<file path="src/hw/oag_params.svh">
// Constants for the operand address generator: register indexes, field
// positions, reset values and literal widths.
// Assumes inclusion by bare name from the design file.
`ifndef OAG_PARAMS_SVH
`define OAG_PARAMS_SVH

// ==========================================================================
// Register indexes on the plain register port.
`define OAG_IDX_CTRL 4'h0
`define OAG_IDX_XS 4'h1
`define OAG_IDX_XE 4'h2
`define OAG_IDX_YS 4'h3
`define OAG_IDX_YE 4'h4
`define OAG_IDX_STAT 4'h5

// ==========================================================================
// Reset values.
`define OAG_CTRL_RST 16'h00FF
`define OAG_BOUND_RST 16'h0000
`define OAG_DEFAULT_WORKING_REG_RST 16'h0000

// ==========================================================================
// Control field positions and the disabling select value.
`define OAG_XSEL_LSB 0
`define OAG_YSEL_LSB 4
`define OAG_SEL_W 4
`define OAG_XEN_BIT 15
`define OAG_YEN_BIT 14
`define OAG_SEL_OFF 4'hF

// ==========================================================================
// Literal and address field widths.
`define OAG_NEAR_W 13
`define OAG_LIT5_W 5
`define OAG_LIT8_W 8
`define OAG_INTERRUPT_DISABLE_OP_W 14
`define OAG_PF_CODE_W 2
`define OAG_PF_SIGN_BIT 2

`endif

</file>
<file path="src/hw/oag_pkg.sv">
// Types shared by the operand address generator.
// Assumes nothing beyond a SystemVerilog compiler.
package oag_pkg;

  // ========================================================================
  // Addressing modes of one address lane.
  typedef enum logic [3:0] {
    M_NONE,
    M_FILE_NEAR,
    M_FILE_FULL,
    M_REG_DIRECT,
    M_IND,
    M_IND_POST,
    M_IND_PRE,
    M_INDEXED,
    M_LIT_OFS,
    M_LIT5,
    M_LIT8,
    M_LIT16,
    M_BRANCH,
    M_INTERRUPT_DISABLE_OP,
    M_PF_IND,
    M_PF_POST
  } oag_mode_t;

  // Prefetch indexed is selected by M_PF_IND with a nonzero offset flag.

endpackage : oag_pkg

</file>
<file path="src/hw/oag_core.sv">
// Operand address generator with circular-buffer correction.
// Assumes a synchronous core that presents one request per cycle and
// reads the results one cycle later; registers sit on a plain port.
//
// Operation
// RULE_01: File-register address is 13 bits, near space.
// RULE_02: MCU operand one is register direct.
// RULE_03: Plain indirect uses pointer, pointer unchanged.
// RULE_04: Post-modify uses old pointer, then steps it.
// RULE_05: Pre-modify steps pointer, uses new value.
// RULE_06: Indexed address is pointer plus offset register.
// RULE_07: Literal offset address is pointer plus literal.
// RULE_08: Move supports indexed, 8 and 16-bit literals.
// RULE_09: Move lanes share one 4-bit offset field.
// RULE_10: Prefetch uses four pointers, two per space.
// RULE_11: Prefetch indexing only on second pointers.
// RULE_12: Prefetch steps are 2, 4 or 6 only.
// RULE_13: Branch literal signed 16, disable literal 14.
// RULE_14: One circular buffer each in X, Y.
// RULE_15: Software avoids frame and stack pointers here.
// RULE_16: Power-of-two buffers are checked both ways.
// RULE_17: Bounds from start, end; length from difference.
// RULE_18: Y circular addresses have bit zero cleared.
// RULE_19: Select fields at [3:0], [7:4]; 1111 disables.
// RULE_20: Enable bits 15 and 14 gate each space.
// RULE_21: Bound checks are inequalities, catch jumps past.
// RULE_22: Corrected pointer written back only when modified.
// RULE_23: Wrap by subtracting or adding buffer length.
//
// The address-and-strobe port and the register offsets were decided locally.
`include "oag_params.svh"
`timescale 1ns/10ps
`default_nettype none

module oag_core #(
  parameter int DW = 16,
  parameter int NUM_DEFAULT_WORKING_REG = 16
) (
  // Clock and reset.
  input wire logic sys_clk,
  input wire logic arst_n,
  // Register port.
  input wire logic [3:0] reg_addr,
  input wire logic [15:0] reg_wdata,
  input wire logic reg_we,
  input wire logic reg_re,
  output logic [15:0] reg_rdata_q,
  // Working register load port.
  input wire logic default_working_reg_we,
  input wire logic [3:0] default_working_reg_idx,
  input wire logic [15:0] default_working_reg_wdata,
  // Address request.
  input wire logic req_valid,
  input wire oag_pkg::oag_mode_t req0_mode,
  input wire logic [3:0] req0_ptr,
  input wire logic [15:0] req0_lit,
  input wire oag_pkg::oag_mode_t req1_mode,
  input wire logic [3:0] req1_ptr,
  input wire logic [15:0] req1_lit,
  input wire logic [3:0] req_ofs,
  input wire logic req_pf_indexed,
  // Results.
  output logic ack_q,
  output logic err_q,
  output logic [15:0] ea0_q,
  output logic [15:0] ea1_q
);

  // ========================================================================
  // Elaboration checks.
  if (DW != 16) begin : g_bad_dw
    $error("oag_core serves 16-bit data only.");
  end
  if (NUM_DEFAULT_WORKING_REG != 16) begin : g_bad_nw
    $error("oag_core needs exactly sixteen working registers.");
  end

  // ========================================================================
  // Configuration registers and working registers.
  logic [15:0] ctrl_q;
  logic [15:0] xs_q;
  logic [15:0] xe_q;
  logic [15:0] ys_q;
  logic [15:0] ye_q;
  logic [1:0] hit_q;
  logic [15:0] default_working_reg_q [NUM_DEFAULT_WORKING_REG];

  wire logic [3:0] x_sel = ctrl_q[`OAG_XSEL_LSB +: `OAG_SEL_W]; // RULE_19
  wire logic [3:0] y_sel = ctrl_q[`OAG_YSEL_LSB +: `OAG_SEL_W]; // RULE_19
  wire logic x_on = ctrl_q[`OAG_XEN_BIT] && (x_sel != `OAG_SEL_OFF); // RULE_20
  wire logic y_on = ctrl_q[`OAG_YEN_BIT] && (y_sel != `OAG_SEL_OFF); // RULE_20

  // ========================================================================
  // Circular correction of one address. Returns the hit flag above it.
  // Non power-of-two buffers are only checked in the step direction,
  // because their other bound need not be aligned.
  function automatic logic [16:0] wrap(input logic [15:0] a, input logic neg,
                                       input logic ysp, input logic [3:0] p);
    logic on;
    logic [15:0] s;
    logic [15:0] e;
    logic [16:0] len;
    logic pow2;
    logic [15:0] r;
    logic hit;
    on = ysp ? (y_on && (p == y_sel)) : (x_on && (p == x_sel)); // RULE_14
    s = ysp ? ys_q : xs_q; // RULE_17
    e = ysp ? ye_q : xe_q; // RULE_17
    len = {1'b0, e} - {1'b0, s} + 17'h0_0001; // RULE_17
    pow2 = (len & (len - 17'h0_0001)) == 17'h0_0000; // RULE_16
    r = a;
    hit = 1'b0;
    if (on && (pow2 || !neg) && (a > e)) begin // RULE_21
      r = a - len[15:0]; // RULE_23
      hit = 1'b1;
    end else if (on && (pow2 || neg) && (a < s)) begin // RULE_21
      r = a + len[15:0]; // RULE_23
      hit = 1'b1;
    end
    if (on && ysp) begin
      r[0] = 1'b0; // RULE_18
    end
    return {hit, r};
  endfunction : wrap

  // ========================================================================
  // Two address lanes: source and destination, or X and Y for prefetch.
  oag_pkg::oag_mode_t mode [2];
  logic [3:0] ptr [2];
  logic [15:0] lit [2];
  logic [15:0] ea_d [2];
  logic [15:0] np_d [2];
  logic [3:0] pidx [2];
  logic wb [2];
  logic hit [2];
  logic bad [2];

  assign mode[0] = req0_mode;
  assign mode[1] = req1_mode;
  assign ptr[0] = req0_ptr;
  assign ptr[1] = req1_ptr;
  assign lit[0] = req0_lit;
  assign lit[1] = req1_lit;

  // Both lanes read the same offset register field.
  wire logic [15:0] ofs_val = default_working_reg_q[req_ofs]; // RULE_09

  for (genvar l = 0; l < 2; l++) begin : g_lane
    always_comb begin
      logic pf;
      logic ysp;
      logic [15:0] pv;
      logic [15:0] step;
      logic [15:0] mag;
      logic [1:0] code;
      logic [16:0] w;
      pf = (mode[l] == oag_pkg::M_PF_IND) || (mode[l] == oag_pkg::M_PF_POST);
      ysp = pf && (l == 1); // RULE_10
      pidx[l] = pf ? {3'b100, ptr[l][0]} | 4'(l << 1) : ptr[l]; // RULE_10
      pv = default_working_reg_q[pidx[l]];
      code = lit[l][`OAG_PF_CODE_W-1:0];
      mag = {13'h0000, code, 1'b0}; // RULE_12
      step = (mode[l] == oag_pkg::M_PF_POST) ?
             (lit[l][`OAG_PF_SIGN_BIT] ? 16'h0000 - mag : mag) : lit[l];
      ea_d[l] = pv;
      np_d[l] = pv;
      wb[l] = 1'b0;
      hit[l] = 1'b0;
      bad[l] = 1'b0;
      w = 17'h0_0000;
      unique case (mode[l])
        oag_pkg::M_NONE: ea_d[l] = 16'h0000;
        oag_pkg::M_FILE_NEAR: ea_d[l] = 16'(lit[l][`OAG_NEAR_W-1:0]); // RULE_01
        oag_pkg::M_FILE_FULL: ea_d[l] = lit[l]; // RULE_01
        oag_pkg::M_REG_DIRECT: ea_d[l] = pv; // RULE_02
        oag_pkg::M_IND: ea_d[l] = pv; // RULE_03
        oag_pkg::M_IND_POST: begin
          w = wrap(pv + step, step[15], ysp, pidx[l]); // RULE_04
          np_d[l] = w[15:0];
          hit[l] = w[16];
          wb[l] = 1'b1; // RULE_22
        end
        oag_pkg::M_IND_PRE: begin
          w = wrap(pv + step, step[15], ysp, pidx[l]); // RULE_05
          ea_d[l] = w[15:0];
          np_d[l] = w[15:0];
          hit[l] = w[16];
          wb[l] = 1'b1; // RULE_22
        end
        oag_pkg::M_INDEXED: begin
          w = wrap(pv + ofs_val, ofs_val[15], ysp, pidx[l]); // RULE_06
          ea_d[l] = w[15:0];
          hit[l] = w[16];
        end
        oag_pkg::M_LIT_OFS: begin
          w = wrap(pv + lit[l], lit[l][15], ysp, pidx[l]); // RULE_07
          ea_d[l] = w[15:0];
          hit[l] = w[16];
        end
        oag_pkg::M_LIT5: ea_d[l] = 16'(lit[l][`OAG_LIT5_W-1:0]); // RULE_02
        oag_pkg::M_LIT8: ea_d[l] = 16'(lit[l][`OAG_LIT8_W-1:0]); // RULE_08
        oag_pkg::M_LIT16: ea_d[l] = lit[l]; // RULE_08
        oag_pkg::M_BRANCH: ea_d[l] = lit[l]; // RULE_13
        oag_pkg::M_INTERRUPT_DISABLE_OP: ea_d[l] = 16'(lit[l][`OAG_INTERRUPT_DISABLE_OP_W-1:0]); // RULE_13
        oag_pkg::M_PF_IND: begin
          if (req_pf_indexed) begin
            bad[l] = !ptr[l][0]; // RULE_11
            w = wrap(pv + ofs_val, ofs_val[15], ysp, pidx[l]);
            ea_d[l] = w[15:0];
            hit[l] = w[16];
          end else begin
            w = wrap(pv, 1'b0, ysp, pidx[l]);
            ea_d[l] = w[15:0];
          end
        end
        oag_pkg::M_PF_POST: begin
          bad[l] = (code == 2'b00); // RULE_12
          w = wrap(pv + step, step[15], ysp, pidx[l]);
          np_d[l] = w[15:0];
          hit[l] = w[16];
          wb[l] = !bad[l]; // RULE_22
        end
      endcase
    end
  end

  // ========================================================================
  // Register decode.
  wire logic sel_ctrl = reg_addr == `OAG_IDX_CTRL;
  wire logic sel_xs = reg_addr == `OAG_IDX_XS;
  wire logic sel_xe = reg_addr == `OAG_IDX_XE;
  wire logic sel_ys = reg_addr == `OAG_IDX_YS;
  wire logic sel_ye = reg_addr == `OAG_IDX_YE;
  wire logic sel_st = reg_addr == `OAG_IDX_STAT;
  wire logic [15:0] rd_mux = sel_ctrl ? ctrl_q :
                             sel_xs ? xs_q :
                             sel_xe ? xe_q :
                             sel_ys ? ys_q :
                             sel_ye ? ye_q :
                             sel_st ? {14'h0000, hit_q} : 16'h0000;

  always_ff @(posedge sys_clk or negedge arst_n) begin
    if (!arst_n) begin
      ctrl_q <= `OAG_CTRL_RST;
      xs_q <= `OAG_BOUND_RST;
      xe_q <= `OAG_BOUND_RST;
      ys_q <= `OAG_BOUND_RST;
      ye_q <= `OAG_BOUND_RST;
      reg_rdata_q <= 16'h0000;
    end else begin
      if (reg_we && sel_ctrl) ctrl_q <= reg_wdata;
      if (reg_we && sel_xs) xs_q <= reg_wdata;
      if (reg_we && sel_xe) xe_q <= reg_wdata;
      if (reg_we && sel_ys) ys_q <= reg_wdata;
      if (reg_we && sel_ye) ye_q <= reg_wdata;
      reg_rdata_q <= reg_re ? rd_mux : 16'h0000;
    end
  end

  // ========================================================================
  // Working registers. A load from the core beats a pointer write-back,
  // and lane one beats lane zero, so the last writer in program order wins.
  always_ff @(posedge sys_clk or negedge arst_n) begin
    if (!arst_n) begin
      for (int i = 0; i < NUM_DEFAULT_WORKING_REG; i++) begin
        default_working_reg_q[i] <= `OAG_DEFAULT_WORKING_REG_RST;
      end
    end else begin
      if (req_valid && wb[0]) default_working_reg_q[pidx[0]] <= np_d[0]; // RULE_22
      if (req_valid && wb[1]) default_working_reg_q[pidx[1]] <= np_d[1]; // RULE_22
      if (default_working_reg_we) default_working_reg_q[default_working_reg_idx] <= default_working_reg_wdata;
    end
  end

  // ========================================================================
  // Results, one cycle after the request.
  always_ff @(posedge sys_clk or negedge arst_n) begin
    if (!arst_n) begin
      ack_q <= 1'b0;
      err_q <= 1'b0;
      ea0_q <= 16'h0000;
      ea1_q <= 16'h0000;
      hit_q <= 2'b00;
    end else begin
      ack_q <= req_valid;
      err_q <= req_valid && (bad[0] || bad[1]);
      if (req_valid) begin
        ea0_q <= ea_d[0];
        ea1_q <= ea_d[1];
        hit_q <= {hit[1], hit[0]};
      end
    end
  end

  wire logic [15:0] p0_val = default_working_reg_q[req0_ptr];
endmodule : oag_core

`default_nettype wire

</file>
<file path="config.mk">
export PLATFORM = sky130hd
export DESIGN_NAME = oag_core
export DESIGN_NICKNAME = d
export VERILOG_FILES = /design/src/hw/oag_pkg.sv /design/src/hw/oag_core.sv
export VERILOG_INCLUDE_DIRS = /design/src /design/src/hw
export SDC_FILE = /design/constraint.sdc
export NUM_CORES = 2
export LEC_CHECK = 0
export BUFFER_PORTS_ARGS = -buffer_cell sky130_fd_sc_hd__clkbuf_2
export CAP_MARGIN = 25
export CORE_UTILIZATION = 40
export CTS_CLUSTER_SIZE = 30
export DETAILED_ROUTE_END_ITERATION = 10
export HOLD_SLACK_MARGIN = 0.05
export PLACE_DENSITY = 0.56
export SLEW_MARGIN = 40
export SYNTH_ARGS = -nofsm -noshare
export SYNTH_HDL_FRONTEND = slang
export SYNTH_SLANG_ARGS = --single-unit
</file>
<file path="constraint.sdc">
create_clock -name sys_clk -period 6.5 [get_ports sys_clk]
set_input_delay 1.3 -clock sys_clk [delete_from_list [all_inputs] [get_ports sys_clk]]
set_output_delay 1.3 -clock sys_clk [all_outputs]
set_load 0.05 [all_outputs]
</file>
# Word level (Yosys, flattened, before mapping)
# Cells that the tools add are included.
# totals
register_bits	388
word_cells	291
inputBits	99
# classes
muxes	85
add_sub_neg	30
n_lt_le_gt_ge	23
eq_ne	36
bitwise_logic	6
reduce_logical	84
# ops
op	n
256-bit bitwise mux	3
256-bit 2-to-1 mux	3
16-bit 2-to-1 mux	41
16-bit one-hot mux with 10 select lines	2
16-bit adder	14
16-bit binary-select mux with 4-bit select	3
16-bit demux with 4-bit select	3
16-bit > comparator	8
16-bit less-than comparator	8
16-bit subtractor	8
4-bit == test, second input constant	16
1-bit logical AND	47
17-bit by 1-bit adder with 17-bit output, second input constant	2
17-bit bitwise AND	2
17-bit zero test	2
16-bit by 16-bit subtractor with 17-bit output	2
17-bit by 1-bit subtractor with 17-bit output, second input constant	2
4-bit by 3-bit == test with 1-bit output, second input constant	8
1-bit 2-to-1 mux	21
5-bit >= comparator, second input constant	4
4-bit NOT with 5-bit output	4
4-bit by 2-bit == test with 1-bit output, second input constant	4
1-bit logical OR	15
5-bit by 1-bit less-than comparator with 1-bit output, second input constant	3
13 further kinds	39

# Longest topological paths before layout
# depth
word_depth	19
depth_mapped	36
ltp_nobuf	33

# Least setup slack after synthesis
# No wires, ideal clock.
# synth_timing
path_kind	in2reg
startpoint	input port req0_ptr[0]
endpoint	register default_working_reg_q[96] in the netlist's numbering
cell_stages	34
setup_slack_ns	-3.102
required_ns	6.358
arrival_ns	9.461
setup_ns	0.142
path_buffers	6
path_cell_list	clkbuf_1 -> buf_2 -> buf_2 -> buf_1 -> clkbuf_1 -> mux4_2 -> o22ai_1 -> nor2_1 -> ha_1 -> a21oi_1 -> o21bai_1 -> a21oi_1 -> o21bai_1 -> a21oi_1 -> o21bai_1 -> a2111oi_0 -> o31ai_1 -> a21oi_1 -> xnor2_1 -> ha_1 -> nand4_1 -> nor2_1 -> nand2_1 -> o31ai_1 -> a21o_1 -> a31oi_1 -> and2_1 -> a2111oi_0 -> mux2_2 -> mux2i_1 -> clkbuf_1 -> nor2_1 -> a21oi_1 -> a21oi_1
# synth_between
elab_chain_len	17
# synth_lines
element	line_no	rtl
start, declared	oag_core.sv:55	input wire logic [3:0] req0_ptr,
4-bit 2-to-1 mux (*)	oag_core.sv:159	pidx[l] = pf ? {3'b100, ptr[l][0]} | 4'(l << 1) : ptr[l];
4-bit NOT with 5-bit output (implied by the code)	oag_core.sv:160, oag_core.sv:269	
16-bit binary-select mux with 4-bit select	oag_core.sv:160	pv = default_working_reg_q[pidx[l]];
16-bit 2-to-1 mux (implied by the code) (2 in series)	oag_core.sv:160	
16-bit adder	oag_core.sv:178, oag_core.sv:184, oag_core.sv:218	
16-bit less-than comparator	oag_core.sv:116	end else if (on && (pow2 || neg) && (a < s)) begin
1-bit logical AND	oag_core.sv:116	
16-bit 2-to-1 mux	oag_core.sv:116	
16-bit 2-to-1 mux	oag_core.sv:113	if (on && (pow2 || !neg) && (a > e)) begin
16-bit 2-to-1 mux	n/a	
256-bit bitwise mux (*)	oag_core.sv:269	if (req_valid && wb[0]) default_working_reg_q[pidx[0]] <= np_d[0];
256-bit 2-to-1 mux (*)	oag_core.sv:269	
256-bit bitwise mux	oag_core.sv:270	if (req_valid && wb[1]) default_working_reg_q[pidx[1]] <= np_d[1];
256-bit 2-to-1 mux (*)	oag_core.sv:270	
256-bit bitwise mux	oag_core.sv:271	if (default_working_reg_we) default_working_reg_q[default_working_reg_idx] <= default_working_reg_wdata;
256-bit 2-to-1 mux (*)	oag_core.sv:271	
end signal, assigned by index	oag_core.sv:269	
end signal, assigned by index	oag_core.sv:270	
end signal, assigned by index	oag_core.sv:271	
end, declared	oag_core.sv:86	logic [15:0] default_working_reg_q [NUM_DEFAULT_WORKING_REG];
# Every way passes the cells marked *; elsewhere a longest branch is shown, timed or not. The select of a mux whose other input is x is not followed.
# A chain may end at the register's enable or synchronous reset.

# Worst setup path after layout
# layout_timing
startpoint	input port req1_ptr[1]
endpoint	register default_working_reg_q[27] in the netlist's numbering
# layout_between
elab_chain_len	15
# layout_lines
element	line_no	rtl
start, declared	oag_core.sv:58	input wire logic [3:0] req1_ptr,
4-bit 2-to-1 mux (*)	oag_core.sv:159	
4-bit NOT with 5-bit output (implied by the code)	oag_core.sv:160, oag_core.sv:270	
16-bit binary-select mux with 4-bit select	oag_core.sv:160	
16-bit 2-to-1 mux (implied by the code) (2 in series)	oag_core.sv:160	
16-bit adder	oag_core.sv:178, oag_core.sv:184, oag_core.sv:218	
16-bit less-than comparator	oag_core.sv:116	
1-bit logical AND	oag_core.sv:116	
16-bit 2-to-1 mux	oag_core.sv:116	
16-bit 2-to-1 mux	oag_core.sv:113	
16-bit 2-to-1 mux	n/a	
256-bit bitwise mux (*)	oag_core.sv:270	
256-bit 2-to-1 mux (*)	oag_core.sv:270	
256-bit bitwise mux	oag_core.sv:271	
256-bit 2-to-1 mux (*)	oag_core.sv:271	
# Marked as above.

==> reports/metrics.csv <==
stage;metric;value;unit
critical_path;reg2regPathDepth;33;
synth;syn_avg_cell_area;8.47;µm²
timing;relSlewSlack;33.2;%
critical_path;r2r_start;default_working_reg_q[224];
cts;clock_path_buffers;3;
place;numPortBuffers;148;
place;place_congestion;1.11;
synth;async_reset_ff_share;100;%
die;ioPinCount;149;
cts;cts-buffers-inserted;54;
critical_path;crit_required;7.10;ns
critical_path;critPathSlowestCell;or4b_4;
synth;ys_types;101;
route;viasPerCell;6.72;
timing;fmax;134;MHz
route;firstDrtPassIters;7;
timing;setup_tns;-235.02;ns
die;core_area;0.126;mm²
timing;tightestPinTransition;0.999;ns
critical_path;rr_endpoint;default_working_reg_q[27];
route;dr_total_vias;62800;
die;die_area;0.129;mm²
timing;slew_viol_final;0;
critical_path;reg2reg_slack;-0.65;ns
critical_path;cp-start-kind;primary input;
timing;min_period;7.49;ns
die;die_h;359;µm
route;drtAntennaViolNets;0;
power_and_ir_drop;p_leak;0.0327;µW
critical_path;slowest_delay;0.50;ns
grt;grt_pass1_wl;443000;µm
timing;rsz0062_at_grt;yes;
critical_path;crit_top_cell;a21oi_2;
synth;synth_top_flop_cell;dfrtp_1;
die;num_rows;130;
synth;yosysSeqAreaShare;19.0;%
cts;insertion_delay;0.75;ns
timing;finalHoldViolations;0;
synth;synth_edf_count;0;
power_and_ir_drop;vdd_drop_max;478;µV
synth;ys_seq_elements;388;
route;totalWireLength;320000;µm
timing;skew;0.0860;ns
synth;synthCells;6028;
min_path;hold_path.class;primary input to async pin;
timing;setup_slack;-0.990;ns
route;drc_errors;0;
run;cap_violations;0;
layout;utilization;57.7;%
synth;netlist_area;0.0511;mm²
place;hpwl;251000;µm
cts;path_clk_slew;0.06;ns
route;initialDrtViolationCount;8379;
power_and_ir_drop;total_power;52200;µW
grt;grt_usage;47.7;%
die;die_w;359;µm
timing;timing.final.crit_share;115;%
cts;holdBufCountCts;0;
grt;grt_pass1_vias;59300;
timing;setup_viol_count_final;290;
critical_path;path_delay_family;compound AO/OA/AOI/OAI gates;
critical_path;cp_max_fo;8;
status;violations;setup timing;
synth;yosys_warnings;0;
cts;root_buffer;clkbuf_16;
grt;grt_antenna_before_repair;24;
layout;drive_gt1_share;38.0;%
grt;overflow;0;
die;initial_core_util;40.5;%
timing;holdWs;0.474;ns
layout;final_net_count;8402;
synth;syn_nets;6782;
cts;ctsHtreeMaxLevel;2;
route;wl_per_cell;34.2;µm
status;status;finished with violations;
grt;grt_start_max_net_pins;125;
critical_path;path_class;primary input to flip-flop;
cts;cts_tree;yes;
critical_path;end_kind;flip-flop;
critical_path;cp.arrival;8.09;ns
power_and_ir_drop;power_density;717;mW/mm²
layout;syn_to_final_growth;42.5;%
critical_path;worstPathBufferInverterCount;9;
cts;clock-sinks;388;
-- flip-flops by register name, summed over array words and instances (netlist names) --
signal / count
xs_q: 16
ea1_q: 16
ea0_q: 16
hit_q: 2
ye_q: 16
ctrl_q: 16
ack_q: 1
ys_q: 16
err_q: 1
xe_q: 16
default_working_reg_q: 256
reg_rdata_q: 16
-- area by class of cell --
| cell class | count | area [µm²] |
|---|---|---|
| repair buffers | 1892 | 15500 |
| inverters | 284 | 1070 |
| fillers | 11500 | 53300 |
| clock inverters | 21 | 292 |
| well taps | 1650 | 2060 |
| diodes | 13 | 32.5 |
| multi-input cells | 5028 | 42500 |
| flip-flops and latches | 388 | 9720 |
| clock buffers | 77 | 1580 |
-- cell usage in the layout, fill, tap and decap left out, types with 50 or more instances in the layout --
| master | n |
|---|---|
| xnor2_1 | 125 |
| nor2_1 | 430 |
| nand2b_1 | 58 |
| mux4_2 | 201 |
| a21oi_1 | 510 |
| a221o_1 | 71 |
| dfrtp_1 | 380 |
| a21oi_2 | 98 |
| inv_1 | 281 |
| nand4_1 | 50 |
| o22ai_1 | 121 |
| nor2b_1 | 64 |
| nor3_1 | 95 |
| o21ai_1 | 71 |
| o21ai_0 | 293 |
| a21o_1 | 167 |
| buf_4 | 1565 |
| o21a_1 | 72 |
| mux2_2 | 87 |
| ha_1 | 618 |
| buf_12 | 82 |
| o221ai_1 | 53 |
| clkbuf_2 | 136 |
| clkbuf_16 | 57 |
| buf_6 | 83 |
| nand3_1 | 89 |
| mux2i_1 | 69 |
| o21bai_1 | 85 |
| nand2_1 | 402 |
-- power by group --
group	switching, µW	internal (µW)	total, µW	leakage, µW
Sequential	900	3090	3990	0.00466
Clock	1430	1850	3280	0.000912
Combinational	24300	20600	44900	0.0271
Total	26700	25500	52200	0.0327
-- cell usage after synthesis, drive strengths merged, types with 36 or more instances --
master	count	area share, %
buf	79	0.74
nor2b	66	0.81
ha	631	15
o22ai	161	2.1
o21bai	87	1.3
nand3	96	0.94
nor3	112	1.1
a22oi	55	0.81
a221o	73	1.4
o21ai	399	3.9
mux2	91	2.0
o21a	72	1.1
a211oi	70	1.0
nand4	50	0.61
nand2	431	3.2
xnor2	146	2.5
o221ai	67	1.1
dfrtp	380	19
mux2i	88	1.7
a221oi	81	1.4
inv	284	2.1
nand2b	59	0.72
mux4	201	8.9
xor2	40	0.69
o211ai	36	0.53
a21o	167	2.5
a21oi	616	6.1
a31oi	60	0.76
nor2	489	3.6
clkbuf	252	1.9
-- kinds of logic after synthesis --
logic type                 Yosys count  share of synthesized area (%)
buffers and inverters              615                           4.68
AOI/OAI and AO/OA                 2296                           30.4
adders and majority gates          660                           16.5
and+or+nand+nor                   1503                           13.6
xor gates and xnor gates           186                           3.20
muxes                              380                           12.6
DFF                                388                           19.0
-- per-layer routing --
metal | routed length (µm) | global-route usage [%] | share of wire, % | vias up
met5 | 370 | 0.296 | 0.12 | -
met4 | 25100 | 30.0 | 7.8 | 26
li1 | - | - | - | 26500
met1 | 123000 | 60.6 | 38 | 30500
met2 | 127000 | 67.4 | 40 | 4627
met3 | 44200 | 18.0 | 14 | 1149
-- per-stage QoR --
| stage | cells | area, µm² | worst slack (ns) |
|---|---|---|---|
| 6_report | 9353 | 72800 | -0.990 |
| 5_1_grt | 9343 | 72800 | -1.24 |
| 4_1_cts | 9313 | 71700 | -0.858 |
| 3_5_place_dp | 9096 | 66800 | -1.91 |
| 3_3_place_gp | 9095 | 66800 | -1.89 |
| 2_1_floorplan | 6028 | 52900 | -1.06 |
-- worst max path at each step --
stage	from	to	slack, ns	cells after the start
after floorplan	req1_mode[2]	default_working_reg_q[107]	-1.06	34
after global placement	req0_mode[2]	ea0_q[0]	-1.89	34
after detailed placement	req0_mode[3]	ea0_q[0]	-1.91	37
after CTS	req1_mode[2]	default_working_reg_q[27]	-0.86	35
after global routing	req1_mode[2]	default_working_reg_q[27]	-1.24	35
final	req1_ptr[1]	default_working_reg_q[27]	-0.99	35
-- timing repair --
action / 4_1_cts / 5_1_grt
pin swaps: 151 / 104
cloned: 10 / 2
buffers inserted: 122 / 28
gates resized for setup: 413 / 175
endpoints found under the setup margin: 290 / 290
Note: power is estimated with default switching activity, not from simulation.
